**src/verilog/sscl_pkg.sv**
```systemverilog
// Package for the switch short-circuit latch: constants shared by the design.
// Assumes a single 125 MHz core clock; analog comparators sit outside.
`default_nettype none
package sscl_pkg;
    // Fault count that latches the converter off
    localparam int unsigned FAULT_LIMIT = 7;
    localparam int unsigned CNT_W = 3;
    // Config word bit positions
    localparam int unsigned CFG_W = 16;
    localparam int unsigned CFG_LS_THR_BIT = 7;
    localparam int unsigned CFG_HS_EN_BIT = 8;
    // Thresholds in millivolts
    localparam logic [9:0] LS_THR_LO_MV = 10'h087;
    localparam logic [9:0] LS_THR_HI_MV = 10'h0E6;
    localparam logic [9:0] HS_THR_MV = 10'h2EE;
    localparam logic [9:0] THR_OFF_MV = 10'h000;
    // Blanking time after each switch edge
    localparam int unsigned BLANK_NS = 100;
    localparam int unsigned CLK_PERIOD_NS = 8;
    localparam int unsigned BLANK_CYC = (BLANK_NS + CLK_PERIOD_NS - 1) / CLK_PERIOD_NS;
    localparam int unsigned BLANK_W = 5;
    // Gate-control state machine
    typedef enum logic [2:0] {
        SSCL_RUN = 3'b001,
        SSCL_COUNTING = 3'b010,
        SSCL_LATCHED = 3'b100
    } sscl_state_t;
endpackage : sscl_pkg
`default_nettype wire

```
**src/verilog/sscl_top.sv**
```systemverilog
// Short-circuit latch: blanks, counts and latches off switch faults.
// Assumes comparator outputs and PWM requests are asynchronous pins and
// that adapter reconnect drives arst_n_in low.
//
// Operation
// - Count faults; latch off at seven
// - Only adapter reconnect clears latch-off
// - Ignore comparators during blanking after edges
// - Separate low- and high-side counters
// - Low side senses switch node to ground
// - High side senses input-sense to switch node
// - Bit 7 picks 135 or 230 mV
// - Bit 8 enables high side at 750 mV
// - Non-synchronous mode keeps low gate off
// - Under-current holds low gate off, refresh excepted
`default_nettype none
module sscl_top
    import sscl_pkg::*;
#(
    parameter int unsigned LIMIT = FAULT_LIMIT
) (
    input wire logic core_clk_in,
    input wire logic arst_n_in,
    input wire logic [CFG_W-1:0] charger_config_word_in,
    input wire logic hs_pwm_req_in,
    input wire logic ls_pwm_req_in,
    input wire logic ls_cmp_in,
    input wire logic hs_cmp_in,
    input wire logic nonsync_mode_in,
    input wire logic undercurrent_guard_in,
    input wire logic bootstrap_refresh_in,
    output logic hs_gate_out,
    output logic ls_gate_out,
    output logic latched_off_out,
    output logic [9:0] ls_thr_mv_out,
    output logic [9:0] hs_thr_mv_out,
    output logic [CNT_W-1:0] ls_count_out,
    output logic [CNT_W-1:0] hs_count_out
);
    logic [5:0] sync1;
    logic [5:0] sync2;
    logic hs_req;
    logic ls_req;
    logic ls_cmp;
    logic hs_cmp;
    logic undercur;
    logic refresh;
    logic hs_req_d;
    logic ls_req_d;
    logic [BLANK_W-1:0] hs_blank;
    logic [BLANK_W-1:0] ls_blank;
    logic ls_fault;
    logic hs_fault;
    logic [CNT_W-1:0] ls_cnt;
    logic [CNT_W-1:0] hs_cnt;
    sscl_state_t state;
    logic hs_en;

    // Two-flop synchronisers for comparator, PWM request, under-current and refresh inputs
    always_ff @(posedge core_clk_in or negedge arst_n_in) begin
        if (!arst_n_in) begin
            sync1 <= 6'h00;
            sync2 <= 6'h00;
        end else begin
            sync1 <= {bootstrap_refresh_in, undercurrent_guard_in, hs_cmp_in,
                      ls_cmp_in, ls_pwm_req_in, hs_pwm_req_in};
            sync2 <= sync1;
        end
    end
    assign hs_req = sync2[0];
    assign ls_req = sync2[1];
    assign ls_cmp = sync2[2];
    assign hs_cmp = sync2[3];
    assign undercur = sync2[4];
    assign refresh = sync2[5];
    assign hs_en = charger_config_word_in[CFG_HS_EN_BIT];

    always_ff @(posedge core_clk_in or negedge arst_n_in) begin
        if (!arst_n_in) begin
            hs_req_d <= 1'b0;
            ls_req_d <= 1'b0;
            hs_blank <= '0;
            ls_blank <= '0;
        end else begin
            hs_req_d <= hs_req;
            ls_req_d <= ls_req;
            if (hs_req != hs_req_d) begin
                hs_blank <= BLANK_W'(BLANK_CYC);
            end else if (hs_blank != '0) begin
                hs_blank <= hs_blank - 1'b1;
            end
            if (ls_req != ls_req_d) begin
                ls_blank <= BLANK_W'(BLANK_CYC);
            end else if (ls_blank != '0) begin
                ls_blank <= ls_blank - 1'b1;
            end
        end
    end

    // Low-side fault only while conducting and unblanked
    assign ls_fault = ls_cmp && ls_gate_out && (ls_blank == '0) && (ls_req == ls_req_d);
    assign hs_fault = hs_en && hs_cmp && hs_gate_out && (hs_blank == '0)
                      && (hs_req == hs_req_d);

    always_ff @(posedge core_clk_in or negedge arst_n_in) begin
        if (!arst_n_in) begin
            ls_cnt <= '0;
            hs_cnt <= '0;
        end else begin
            if (ls_fault && ls_cnt != CNT_W'(LIMIT)) begin
                ls_cnt <= ls_cnt + 1'b1;
            end
            if (hs_fault && hs_cnt != CNT_W'(LIMIT)) begin
                hs_cnt <= hs_cnt + 1'b1;
            end
        end
    end

    always_ff @(posedge core_clk_in or negedge arst_n_in) begin
        if (!arst_n_in) begin
            state <= SSCL_RUN;
        end else begin
            unique case (state)
                SSCL_RUN: begin
                    if (ls_cnt != '0 || hs_cnt != '0) begin
                        state <= SSCL_COUNTING;
                    end
                end
                SSCL_COUNTING: begin
                    if (ls_cnt == CNT_W'(LIMIT) || hs_cnt == CNT_W'(LIMIT)) begin
                        state <= SSCL_LATCHED;
                    end
                end
                SSCL_LATCHED: begin
                    state <= SSCL_LATCHED;
                end
                default: begin
                    state <= SSCL_LATCHED;
                end
            endcase
        end
    end

    // Gate drives and status outputs
    always_ff @(posedge core_clk_in or negedge arst_n_in) begin
        if (!arst_n_in) begin
            hs_gate_out <= 1'b0;
            ls_gate_out <= 1'b0;
            latched_off_out <= 1'b0;
        end else begin
            latched_off_out <= (state == SSCL_LATCHED);
            if (state == SSCL_LATCHED) begin
                hs_gate_out <= 1'b0;
                ls_gate_out <= 1'b0;
            end else begin
                hs_gate_out <= hs_req;
                ls_gate_out <= ls_req && !hs_req && !nonsync_mode_in
                               && (!undercur || refresh);
            end
        end
    end

    // Threshold selection and counter outputs
    always_ff @(posedge core_clk_in or negedge arst_n_in) begin
        if (!arst_n_in) begin
            ls_thr_mv_out <= LS_THR_LO_MV;
            hs_thr_mv_out <= THR_OFF_MV;
            ls_count_out <= '0;
            hs_count_out <= '0;
        end else begin
            ls_thr_mv_out <= charger_config_word_in[CFG_LS_THR_BIT] ? LS_THR_HI_MV
                                                                     : LS_THR_LO_MV;
            hs_thr_mv_out <= hs_en ? HS_THR_MV : THR_OFF_MV;
            ls_count_out <= ls_cnt;
            hs_count_out <= hs_cnt;
        end
    end
endmodule : sscl_top
`default_nettype wire

```
**config.mk**
```make
export PLATFORM = sky130hd
export DESIGN_NAME = sscl_top
export DESIGN_NICKNAME = d
export VERILOG_FILES = /design/src/verilog/sscl_pkg.sv /design/src/verilog/sscl_top.sv
export SDC_FILE = /design/constraint.sdc
export NUM_CORES = 1
export LEC_CHECK = 0
export BUFFER_PORTS_ARGS = -buffer_cell sky130_fd_sc_hd__buf_2
export CAP_MARGIN = 20
export CORE_MARGIN = 2
export CORE_UTILIZATION = 30
export DETAILED_ROUTE_END_ITERATION = 10
export RECOVER_POWER = 25
export SLEW_MARGIN = 40
export SYNTH_ARGS = -nofsm -noshare
export SYNTH_HDL_FRONTEND = slang
export SYNTH_SLANG_ARGS = --single-unit
```
**constraint.sdc**
```tcl
create_clock -name core_clk_in -period 2.08 [get_ports core_clk_in]
set_clock_uncertainty 0.1 [all_clocks]
set_input_delay 0.208 -clock core_clk_in [delete_from_list [all_inputs] [get_ports core_clk_in]]
set_output_delay 0.208 -clock core_clk_in [all_outputs]
set_load 0.02 [all_outputs]
```
==> results of run 1 <==
registers in the layout (all words and copies together) (netlist names):
register / cells
hs_req_d: 1
ls_count_out: 3
sync2: 6
hs_cnt: 3
hs_thr_mv_out: 1
sync1: 6
ls_thr_mv_out: 2
state: 3
ls_gate_out: 1
latched_off_out: 1
ls_blank: 5
ls_cnt: 3
hs_gate_out: 1
ls_req_d: 1
hs_blank: 5
hs_count_out: 3
worst max-delay path, stage by stage, from the launching register on:
cell and delay (ps):
dfrtp_1 400, inv_1 60, ha_1 170, or4b_4 500, nor4_4 250, mux2_1 360
repair_timing:
action                                  4_1_cts  5_1_grt
hold endpoints to repair                     52        0
hold buffers                                  9        0
resized for setup                             0        2
endpoints found under the setup margin        0        4
through the flow:
| step | std cells | power (mW) | hold WS [ps] | worst slack, ps |
|---|---|---|---|---|
| 6_report | 253 | 1.64 | 28.8 | 123 |
| 5_1_grt | 253 | 1.74 | 26.7 | 31.8 |
| 4_1_cts | 253 | 1.67 | 16.3 | 16.0 |
| 3_5_place_dp | 237 | 1.12 | 218 | 30.2 |
| 3_3_place_gp | 237 | 1.12 | 215 | 58.9 |
| 2_1_floorplan | 145 | 1.08 | -188 | 61.3 |
final cells by class:
type                    count  area (µm²)  area share (%)
clock buffers               7        86.3            3.99
inverters                  13        48.8            2.25
multi-input cells          68         523            24.2
flip-flops and latches     45        1130            52.1
well taps                  75        93.8            4.34
repair buffers             45         284            13.1
per-layer routing:
| metal | track usage, % | wire length [µm] |
|---|---|---|
| met1 | 12.5 | 1200 |
| met5 | 0 | 0 |
| met3 | 4.07 | 181 |
| met2 | 13.9 | 1260 |
| met4 | 3.05 | 15 |
power breakdown:
part	switching [mW]	leakage [nW]	internal [mW]
Clock	0.265	0.0443	0.264
Combinational	0.0975	0.471	0.0683
Sequential	0.0318	0.538	0.918
kinds of logic (layout without fill, tap and decap cells):
group | Yosys count | in the layout
compound gates | 14 | 14
xor+xnor | 8 | 8
fa+ha+maj | 8 | 8
buf+inv | 32 | 65
flops | 45 | 45
mux | 4 | 4
other cells | 2 | 10
simple gates | 24 | 24
worst min path at each step:
| stage | end | cells after the start | startpoint |
|---|---|---|---|
| 2_1_floorplan | hs_blank[0]$_DFFE_PN0P_ | 0 | arst_n_in |
| 3_3_place_gp | hs_blank[0]$_DFFE_PN0P_ | 2 | arst_n_in |
| 3_5_place_dp | hs_blank[0]$_DFFE_PN0P_ | 2 | arst_n_in |
| 4_1_cts | ls_gate_out$_DFF_PN0_ | 2 | nonsync_mode_in |
| 5_1_grt | ls_gate_out$_DFF_PN0_ | 2 | nonsync_mode_in |
| 6_report | ls_gate_out$_DFF_PN0_ | 2 | nonsync_mode_in |
synth_stat cells, types with 2 or more instances:
cell       n  area, µm²
a211oi_1   3       22.5
a21oi_1    3       15.0
buf_2      2       10.0
buf_4     17        128
conb_1     2       7.51
dfrtp_1   43       1080
dfstp_2    2       52.6
ha_1       8        100
inv_1     13       48.8
mux2_1     4       45.0
nand2_1    5       18.8
nor2_1     4       15.0
nor2b_1    2       12.5
nor3_1     2       10.0
nor3b_1    2       15.0
o21ai_0    2       10.0
or4b_1     2       20.0
xnor2_1    6       52.6
xor2_1     2       17.5
==> impl_metrics.tcl, run 1 <==
set metrics [dict create \
    status "finished, final reports clean" \
    cts_inserted_buffers 5 \
    ys_seq_elements 45 \
    yosysWarningCount 0 \
    synth-compound-area-share_pct 5.43 \
    grt_pass1_vias 973 \
    cp-start-kind "flop" \
    fin_tns_setup_ps 0 \
    grt_max_degree 46 \
    final_area_um2 2160 \
    final_common_cell "dfrtp_1" \
    seq_area_frac_synth_pct 62.8 \
    firstDrtPassIters 4 \
    dr_total_vias 1033 \
    finalMaxSlewViolations 0 \
    crit_start "ls_blank[1]$_DFFE_PN0P_" \
    synthDistinctLibCells 32 \
    antenna_found_initial 0 \
    drtAntennaViolNets 0 \
    synth_mux_area_share_pct 2.51 \
    syn-cell-area_um2 1800 \
    slew_headroom_pct 27.6 \
    post_drt_wl_per_cell_um 10.5 \
    wl_um 2660 \
    fin_crit_sh_pct 94.1 \
    synthAdderAreaFrac_pct 5.57 \
    clk_pin_slew_ps 80 \
    regToRegStartpoint "ls_blank[1]$_DFFE_PN0P_" \
    ios 54 \
    power_density_nw_per_um2 760 \
    cp.required_ps 2150 \
    synth_top_family_by_area "buffers and inverters" \
    critical_path_class "flop to flop" \
    final_cell_mix "43 x dfrtp_1, 28 x buf_2, 13 x inv_1" \
    leakage_nw 1.05 \
    io_buffers 29 \
    dieWidth_um 81.4 \
    synth-simple-area-share_pct 9.05 \
    cts_max_level 2 \
    post_dp_cell_area_um2 1980 \
    gr-total-overflow 0 \
    rr_endpoint "ls_cnt[1]$_DFFE_PN0P_" \
    grt_pass1_wl_um 4680 \
    die_area_um2 6630 \
    drive_gt1_share_pct 26.4 \
    crit_fanout 3 \
    rows 28 \
    gp_congestion 0.700 \
    hp-class "primary input to flop" \
    coreArea_um2 5850 \
    diodes 0 \
    drc 0 \
    rr_worst_depth 5 \
    max_freq_mhz 511 \
    cts_root_buffer "clkbuf_8" \
    via_per_inst 4.08 \
    dpl.hpwl_um 1880 \
    post_cts.repair.setup_buffers 0 \
    synthToLayoutAreaGrowth_pct 20.4 \
    max-cap-violations 0 \
    endpoint "ls_cnt[1]$_DFFE_PN0P_" \
    end_kind "flop" \
    clock_path_buffers 2 \
    syn-mean-instance-area_um2 13.1 \
    fillers 585 \
    worst_pin_slew_ps 1090 \
    ir_worst_vdd_mv 0.490 \
    synthCells 137 \
    synthFlopType "dfrtp_1" \
    drt-initial-drc-count 73 \
    clkSinkCount 45 \
    worstSkewPairLatency_ps 280 \
    rrSetupSlack_ps 120 \
    fp.dieH_um 81.4 \
    final_util_pct 37.0 \
    ys_async_sr_fraction_pct 100 \
    cp.arrival_ps 2030 \
    grtUsageTotal_pct 9.43 \
    rsz0062_at_grt "false" \
    synth_edf_count 0 \
    setup_violations 0 \
    nNetsFinal 211 \
    hold_violations 0 \
    synth_xor_area_share_pct 3.90 \
    cts_tree "built" \
    period_minus_slack_ps 1960 \
    start_util_pct 30.7 \
]
No activity file was read; power rests on OpenSTA's default activity.
==> run 2: changes to the inputs <==
--- a/config.mk
+++ b/config.mk
@@ -9,6 +9,7 @@
 export CAP_MARGIN = 20
 export CORE_MARGIN = 2
 export CORE_UTILIZATION = 30
+export CTS_BUF_LIST = sky130_fd_sc_hd__clkbuf_4
 export DETAILED_ROUTE_END_ITERATION = 10
 export RECOVER_POWER = 25
 export SLEW_MARGIN = 40
==> run 2 against run 1 <==
Non-clock buffer count grew 1. Clock power fell by 26%. Sequential share of layout area rose by 0.67 points. Routed wire length up 0.53%. Power down 8.4%. Setup slack gained 7.9 ps. First-iteration DRC count shrank 21%. Largest cell class unchanged. Cell count is 0.40% higher. Hold slack gained 230 ps. Sequential power is essentially flat. Register-to-register slack about the same. Critical path type unchanged.
==> impl_metrics.tcl, run 2 (synthesis gave the netlist of run 1 again) <==
set metrics [dict create \
    status "finished, final reports clean" \
    hp-start "sync1[1]$_DFF_PN0_" \
    clock_path_buffers 2 \
    gr-total-overflow 0 \
    crit_path_max_incr_delay_ps 490 \
    whs_endpoint "sync2[1]$_DFF_PN0_" \
    crit_fanout 3 \
    io_buffers 29 \
    rr_endpoint "ls_cnt[1]$_DFFE_PN0P_" \
    start_util_pct 30.7 \
    worst_pin_slew_ps 1080 \
    cts_max_level 2 \
    path_buf_inv 1 \
    final_cell_mix "43 x dfrtp_1, 28 x buf_2, 13 x inv_1" \
    period_minus_slack_ps 1950 \
    drtAntennaViolNets 0 \
    die_area_um2 6630 \
    post_dp_cell_area_um2 1980 \
    max_freq_mhz 513 \
    end_kind "flop" \
    hold-path-cell-count 0 \
    rrSetupSlack_ps 130 \
    coreArea_um2 5850 \
    rows 28 \
    crit_family "simple AND/OR/NAND/NOR gates" \
    drt-initial-drc-count 58 \
    drc 0 \
    grt_max_degree 46 \
    slew_headroom_pct 28.1 \
    gp_congestion 0.700 \
    final_common_cell "dfrtp_1" \
    ir_worst_vdd_mv 0.292 \
    grt_pass1_wl_um 4700 \
    dr_total_vias 1049 \
    grt_pass1_vias 981 \
    regToRegStartpoint "ls_blank[1]$_DFFE_PN0P_" \
    cts_tree "built" \
    final_area_um2 2140 \
    regArea_um2 1130 \
    fillers 586 \
    worstSkewPairLatency_ps 350 \
    place_ws_ps 30.2 \
    wl_um 2670 \
    ios 54 \
    post_cts.repair.setup_buffers 0 \
    hp-class "flop to flop" \
    via_per_inst 4.13 \
    grtUsageTotal_pct 9.57 \
    dieWidth_um 81.4 \
    cp.arrival_ps 2090 \
    critical_path_class "flop to flop" \
    dpl.hpwl_um 1880 \
    leakage_nw 1.04 \
    fp.dieH_um 81.4 \
    cp.required_ps 2230 \
    cts_root_buffer "clkbuf_4" \
    power_density_nw_per_um2 705 \
    rsz0062_at_grt "false" \
    fin_tns_setup_ps 0 \
    clk_pin_slew_ps 120 \
    worst_slack_ps 131 \
    final_util_pct 36.5 \
    critical-path-slowest-cell "or4b_4" \
    antenna_found_initial 0 \
    nNetsFinal 212 \
    fin_crit_sh_pct 93.7 \
    diodes 0 \
    cp-start-kind "flop" \
    cts_inserted_buffers 5 \
    max-cap-violations 0 \
    rr_worst_depth 5 \
    clkSinkCount 45 \
    reg.largest.list "sync1 (6), sync2 (6)" \
    multi_input_area_um2 523 \
    crit_chain "inv_1, ha_1, or4b_4, nor4_4, mux2_1" \
    post_drt_wl_per_cell_um 10.5 \
    firstDrtPassIters 6 \
    setup_violations 0 \
    drive_gt1_share_pct 26.3 \
    worstSetupPathDepth 5 \
    synthToLayoutAreaGrowth_pct 18.9 \
    hold_violations 0 \
    finalMaxSlewViolations 0 \
]
==> run 2: cell count changes in the layout (fill, tap and decap cells not counted), sizes merged <==
cell / before / now
clkbuf: 9 / 8
clkinv: 0 / 1
dlygate4sd3: 9 / 10
==> run 2: how the worst max path moves through the flow <==
stage / slack [ps] / start / endpoint
2_1_floorplan: 60 / ls_blank[0]$_DFFE_PN0P_ / ls_cnt[1]$_DFFE_PN0P_
3_3_place_gp: 60 / ls_blank[1]$_DFFE_PN0P_ / ls_cnt[1]$_DFFE_PN0P_
3_5_place_dp: 30 / ls_blank[1]$_DFFE_PN0P_ / ls_cnt[1]$_DFFE_PN0P_
4_1_cts: 10 / ls_blank[1]$_DFFE_PN0P_ / ls_cnt[1]$_DFFE_PN0P_
5_1_grt: 30 / hs_blank[1]$_DFFE_PN0P_ / hs_cnt[1]$_DFFE_PN0P_
6_report: 130 / ls_blank[1]$_DFFE_PN0P_ / ls_cnt[1]$_DFFE_PN0P_
==> run 2: power by group <==
| group | switching (mW) | total, mW | internal (mW) |
|---|---|---|---|
| Sequential | 0.0318 | 0.950 | 0.918 |
| Combinational | 0.0974 | 0.167 | 0.0693 |
| Clock | 0.254 | 0.391 | 0.136 |
==> run 2: cell type report <==
class	instances	area share, %
flip-flops and latches	45	52.8
well taps	75	4.39
multi-input cells	68	24.5
clock inverters	1	0.176
repair buffers	46	13.8
inverters	13	2.28
clock buffers	6	2.11
==> run 2: worst register-to-register path, stage by stage (launching register included) <==
cell and delay [ps]:
dfrtp_1 410, inv_1 60, ha_1 170, or4b_4 490, nor4_4 250, mux2_1 360
==> run 2: metal layers <==
layer | track usage [%] | wire [µm] | share of wire, % | up-vias
met5 | 0 | 0 | 0 | -
met4 | 4.07 | 55 | 2.1 | 0
met3 | 4.07 | 206 | 7.7 | 5
met2 | 14.2 | 1260 | 47 | 32
met1 | 12.2 | 1150 | 43 | 505
li1 | - | - | - | 507
==> run 2: through the flow <==
stage,instances,hold slack [ps],power (mW)
after floorplan,145,-188,1.08
after global placement,237,215,1.12
after detailed placement,237,218,1.12
after CTS,254,266,1.54
after global routing,254,271,1.60
final,254,263,1.51
==> run 2: timing repair <==
| item | CTS | global route |
|---|---|---|
| resized for setup | 0 | 2 |
| hold buffers | 10 | 0 |
| setup endpoints to repair | 0 | 4 |
| endpoints found under the hold margin | 53 | 0 |
==> run 3: changes to the inputs <==
--- a/config.mk
+++ b/config.mk
@@ -7,9 +7,10 @@
 export LEC_CHECK = 0
 export BUFFER_PORTS_ARGS = -buffer_cell sky130_fd_sc_hd__buf_2
 export CAP_MARGIN = 20
+export CORE_ASPECT_RATIO = 1.4
 export CORE_MARGIN = 2
 export CORE_UTILIZATION = 30
-export CTS_BUF_LIST = sky130_fd_sc_hd__clkbuf_4
+export CTS_BUF_LIST = sky130_fd_sc_hd__clkbuf_8
 export DETAILED_ROUTE_END_ITERATION = 10
 export RECOVER_POWER = 25
 export SLEW_MARGIN = 40
==> run 3 against run 2 <==
Routed wire length up 0.97%. Setup slack improved by 16 ps. Hold slack worse by 12 ps. Flip-flop and latch count stayed put. First-iteration DRC count fell by 84%. Largest power group unchanged. Sequential share of layout area fell by 1.2 points. Maximum frequency increased by 0.81%. Die area increased by 0.14%. Clock power up 41%. Via count grew 1.1%.
==> impl_metrics.tcl, run 3 (synthesis gave the netlist of run 1 again) <==
set metrics [dict create \
    status "finished, final reports clean" \
    crit_chain "inv_1, ha_1, or4b_4, nor4_4, mux2_1" \
    post-place-cells 234 \
    dpl.hpwl_um 2060 \
    drtAntennaViolNets 0 \
    antenna_found_initial 0 \
    grtUsageTotal_pct 8.56 \
    cts_max_level 2 \
    gp_congestion 0.766 \
    rsz0062_at_grt "false" \
    critical_path_class "flop to flop" \
    worstSkewPairLatency_ps 300 \
    drc 0 \
    crit_family "simple AND/OR/NAND/NOR gates" \
    power_density_nw_per_um2 764 \
    hp-class "flop to flop" \
    diodes 0 \
    wl_um 2700 \
    gr-total-overflow 0 \
    path_buf_inv 1 \
    cp.arrival_ps 2020 \
    post_drt_wl_per_cell_um 10.7 \
    crit_path_max_incr_delay_ps 500 \
    setup_violations 0 \
    cts_tree "built" \
    synthToLayoutAreaGrowth_pct 21.7 \
    drive_gt1_share_pct 27.5 \
    ios 54 \
    rows 33 \
    io_buffers 29 \
    cts_inserted_buffers 5 \
    fin_tns_setup_ps 0 \
    via_per_inst 4.21 \
    final_common_cell "dfrtp_1" \
    die_area_um2 6640 \
    worst_pin_slew_ps 840 \
    crit_fanout 3 \
    max-cap-violations 0 \
    final_util_pct 37.6 \
    cp-start-kind "flop" \
    reg.largest.list "sync1 (6), sync2 (6)" \
    leakage_nw 1.06 \
    clk_pin_slew_ps 80 \
    firstDrtPassIters 2 \
    coreArea_um2 5820 \
    grt_pass1_wl_um 4280 \
    grt_pass1_vias 969 \
    period_minus_slack_ps 1930 \
    final_cell_mix "43 x dfrtp_1, 27 x buf_2, 13 x inv_1" \
    critical-path-slowest-cell "or4b_4" \
    hold_violations 0 \
    clkSinkCount 45 \
    end_kind "flop" \
    fp.dieH_um 95.6 \
    max_freq_mhz 517 \
    layout.cells.non_filler 252 \
    drt-initial-drc-count 9 \
    cts_root_buffer "clkbuf_8" \
    nNetsFinal 214 \
    cp.required_ps 2160 \
    fin_crit_sh_pct 92.9 \
    finalMaxSlewViolations 0 \
    dr_total_vias 1061 \
    dieWidth_um 69.4 \
    clock_path_buffers 2 \
    post_cts.repair.setup_buffers 0 \
    fillers 564 \
    ir_worst_vdd_mv 0.493 \
    slew_headroom_pct 44.0 \
    start_util_pct 30.9 \
    grt_max_degree 18 \
]
==> run 3: power breakdown <==
part | internal [mW] | total (mW) | switching, mW
Combinational | 0.0746 | 0.173 | 0.0984
Sequential | 0.918 | 0.949 | 0.0312
Clock | 0.269 | 0.550 | 0.281
Total | 1.26 | 1.67 | 0.411
==> run 3: stage by stage <==
stage	hold WS, ps	cell area, µm²	worst slack (ps)	total power, mW
after floorplan	-188	1830	61.3	1.08
after global placement	42.9	1990	53.5	1.12
after detailed placement	45.7	1990	26.8	1.13
after CTS	253	2190	9.09	1.70
after global routing	261	2190	7.90	1.76
final	251	2190	147	1.67
==> run 3: metal layers <==
metal / share of wire, % / track usage, %
met1: 40 / 8.96
met2: 53 / 15.1
met3: 5.1 / 2.85
met4: 2.2 / 4.90
met5: 0 / 0
==> run 3: final cells by class <==
cell class	instances	area [µm²]	area share [%]
flip-flops and latches	45	1130	51.6
well taps	70	87.6	4.00
repair buffers	48	310	14.2
clock inverters	2	13.8	0.629
clock buffers	6	82.6	3.77
multi-input cells	68	517	23.6
inverters	13	48.8	2.23
==> run 3: final timing paths <==
| path | startpoint | to | slack, ps | depth (start not counted) |
|---|---|---|---|---|
| worst min register to register | sync1[0]$_DFF_PN0_ | sync2[0]$_DFF_PN0_ | 250 | 0 |
| worst min-delay path | sync1[0]$_DFF_PN0_ | sync2[0]$_DFF_PN0_ | 250 | 0 |
| worst max register to register | ls_blank[1]$_DFFE_PN0P_ | ls_cnt[2]$_DFFE_PN0P_ | 150 | 5 |
| worst max-delay path | ls_blank[1]$_DFFE_PN0P_ | ls_cnt[2]$_DFFE_PN0P_ | 150 | 5 |
| min in group asynchronous | arst_n_in | sync1[2]$_DFF_PN0_ | 430 | 2 |
| max in group asynchronous | arst_n_in | state[0]$_DFFE_PN1P_ | 650 | 3 |
==> run 3: repair_timing <==
action / CTS / global route
hold buffers: 10 / 0
endpoints found under the setup margin: 0 / 2
resized for setup: 0 / 1
hold endpoints to repair: 25 / 0
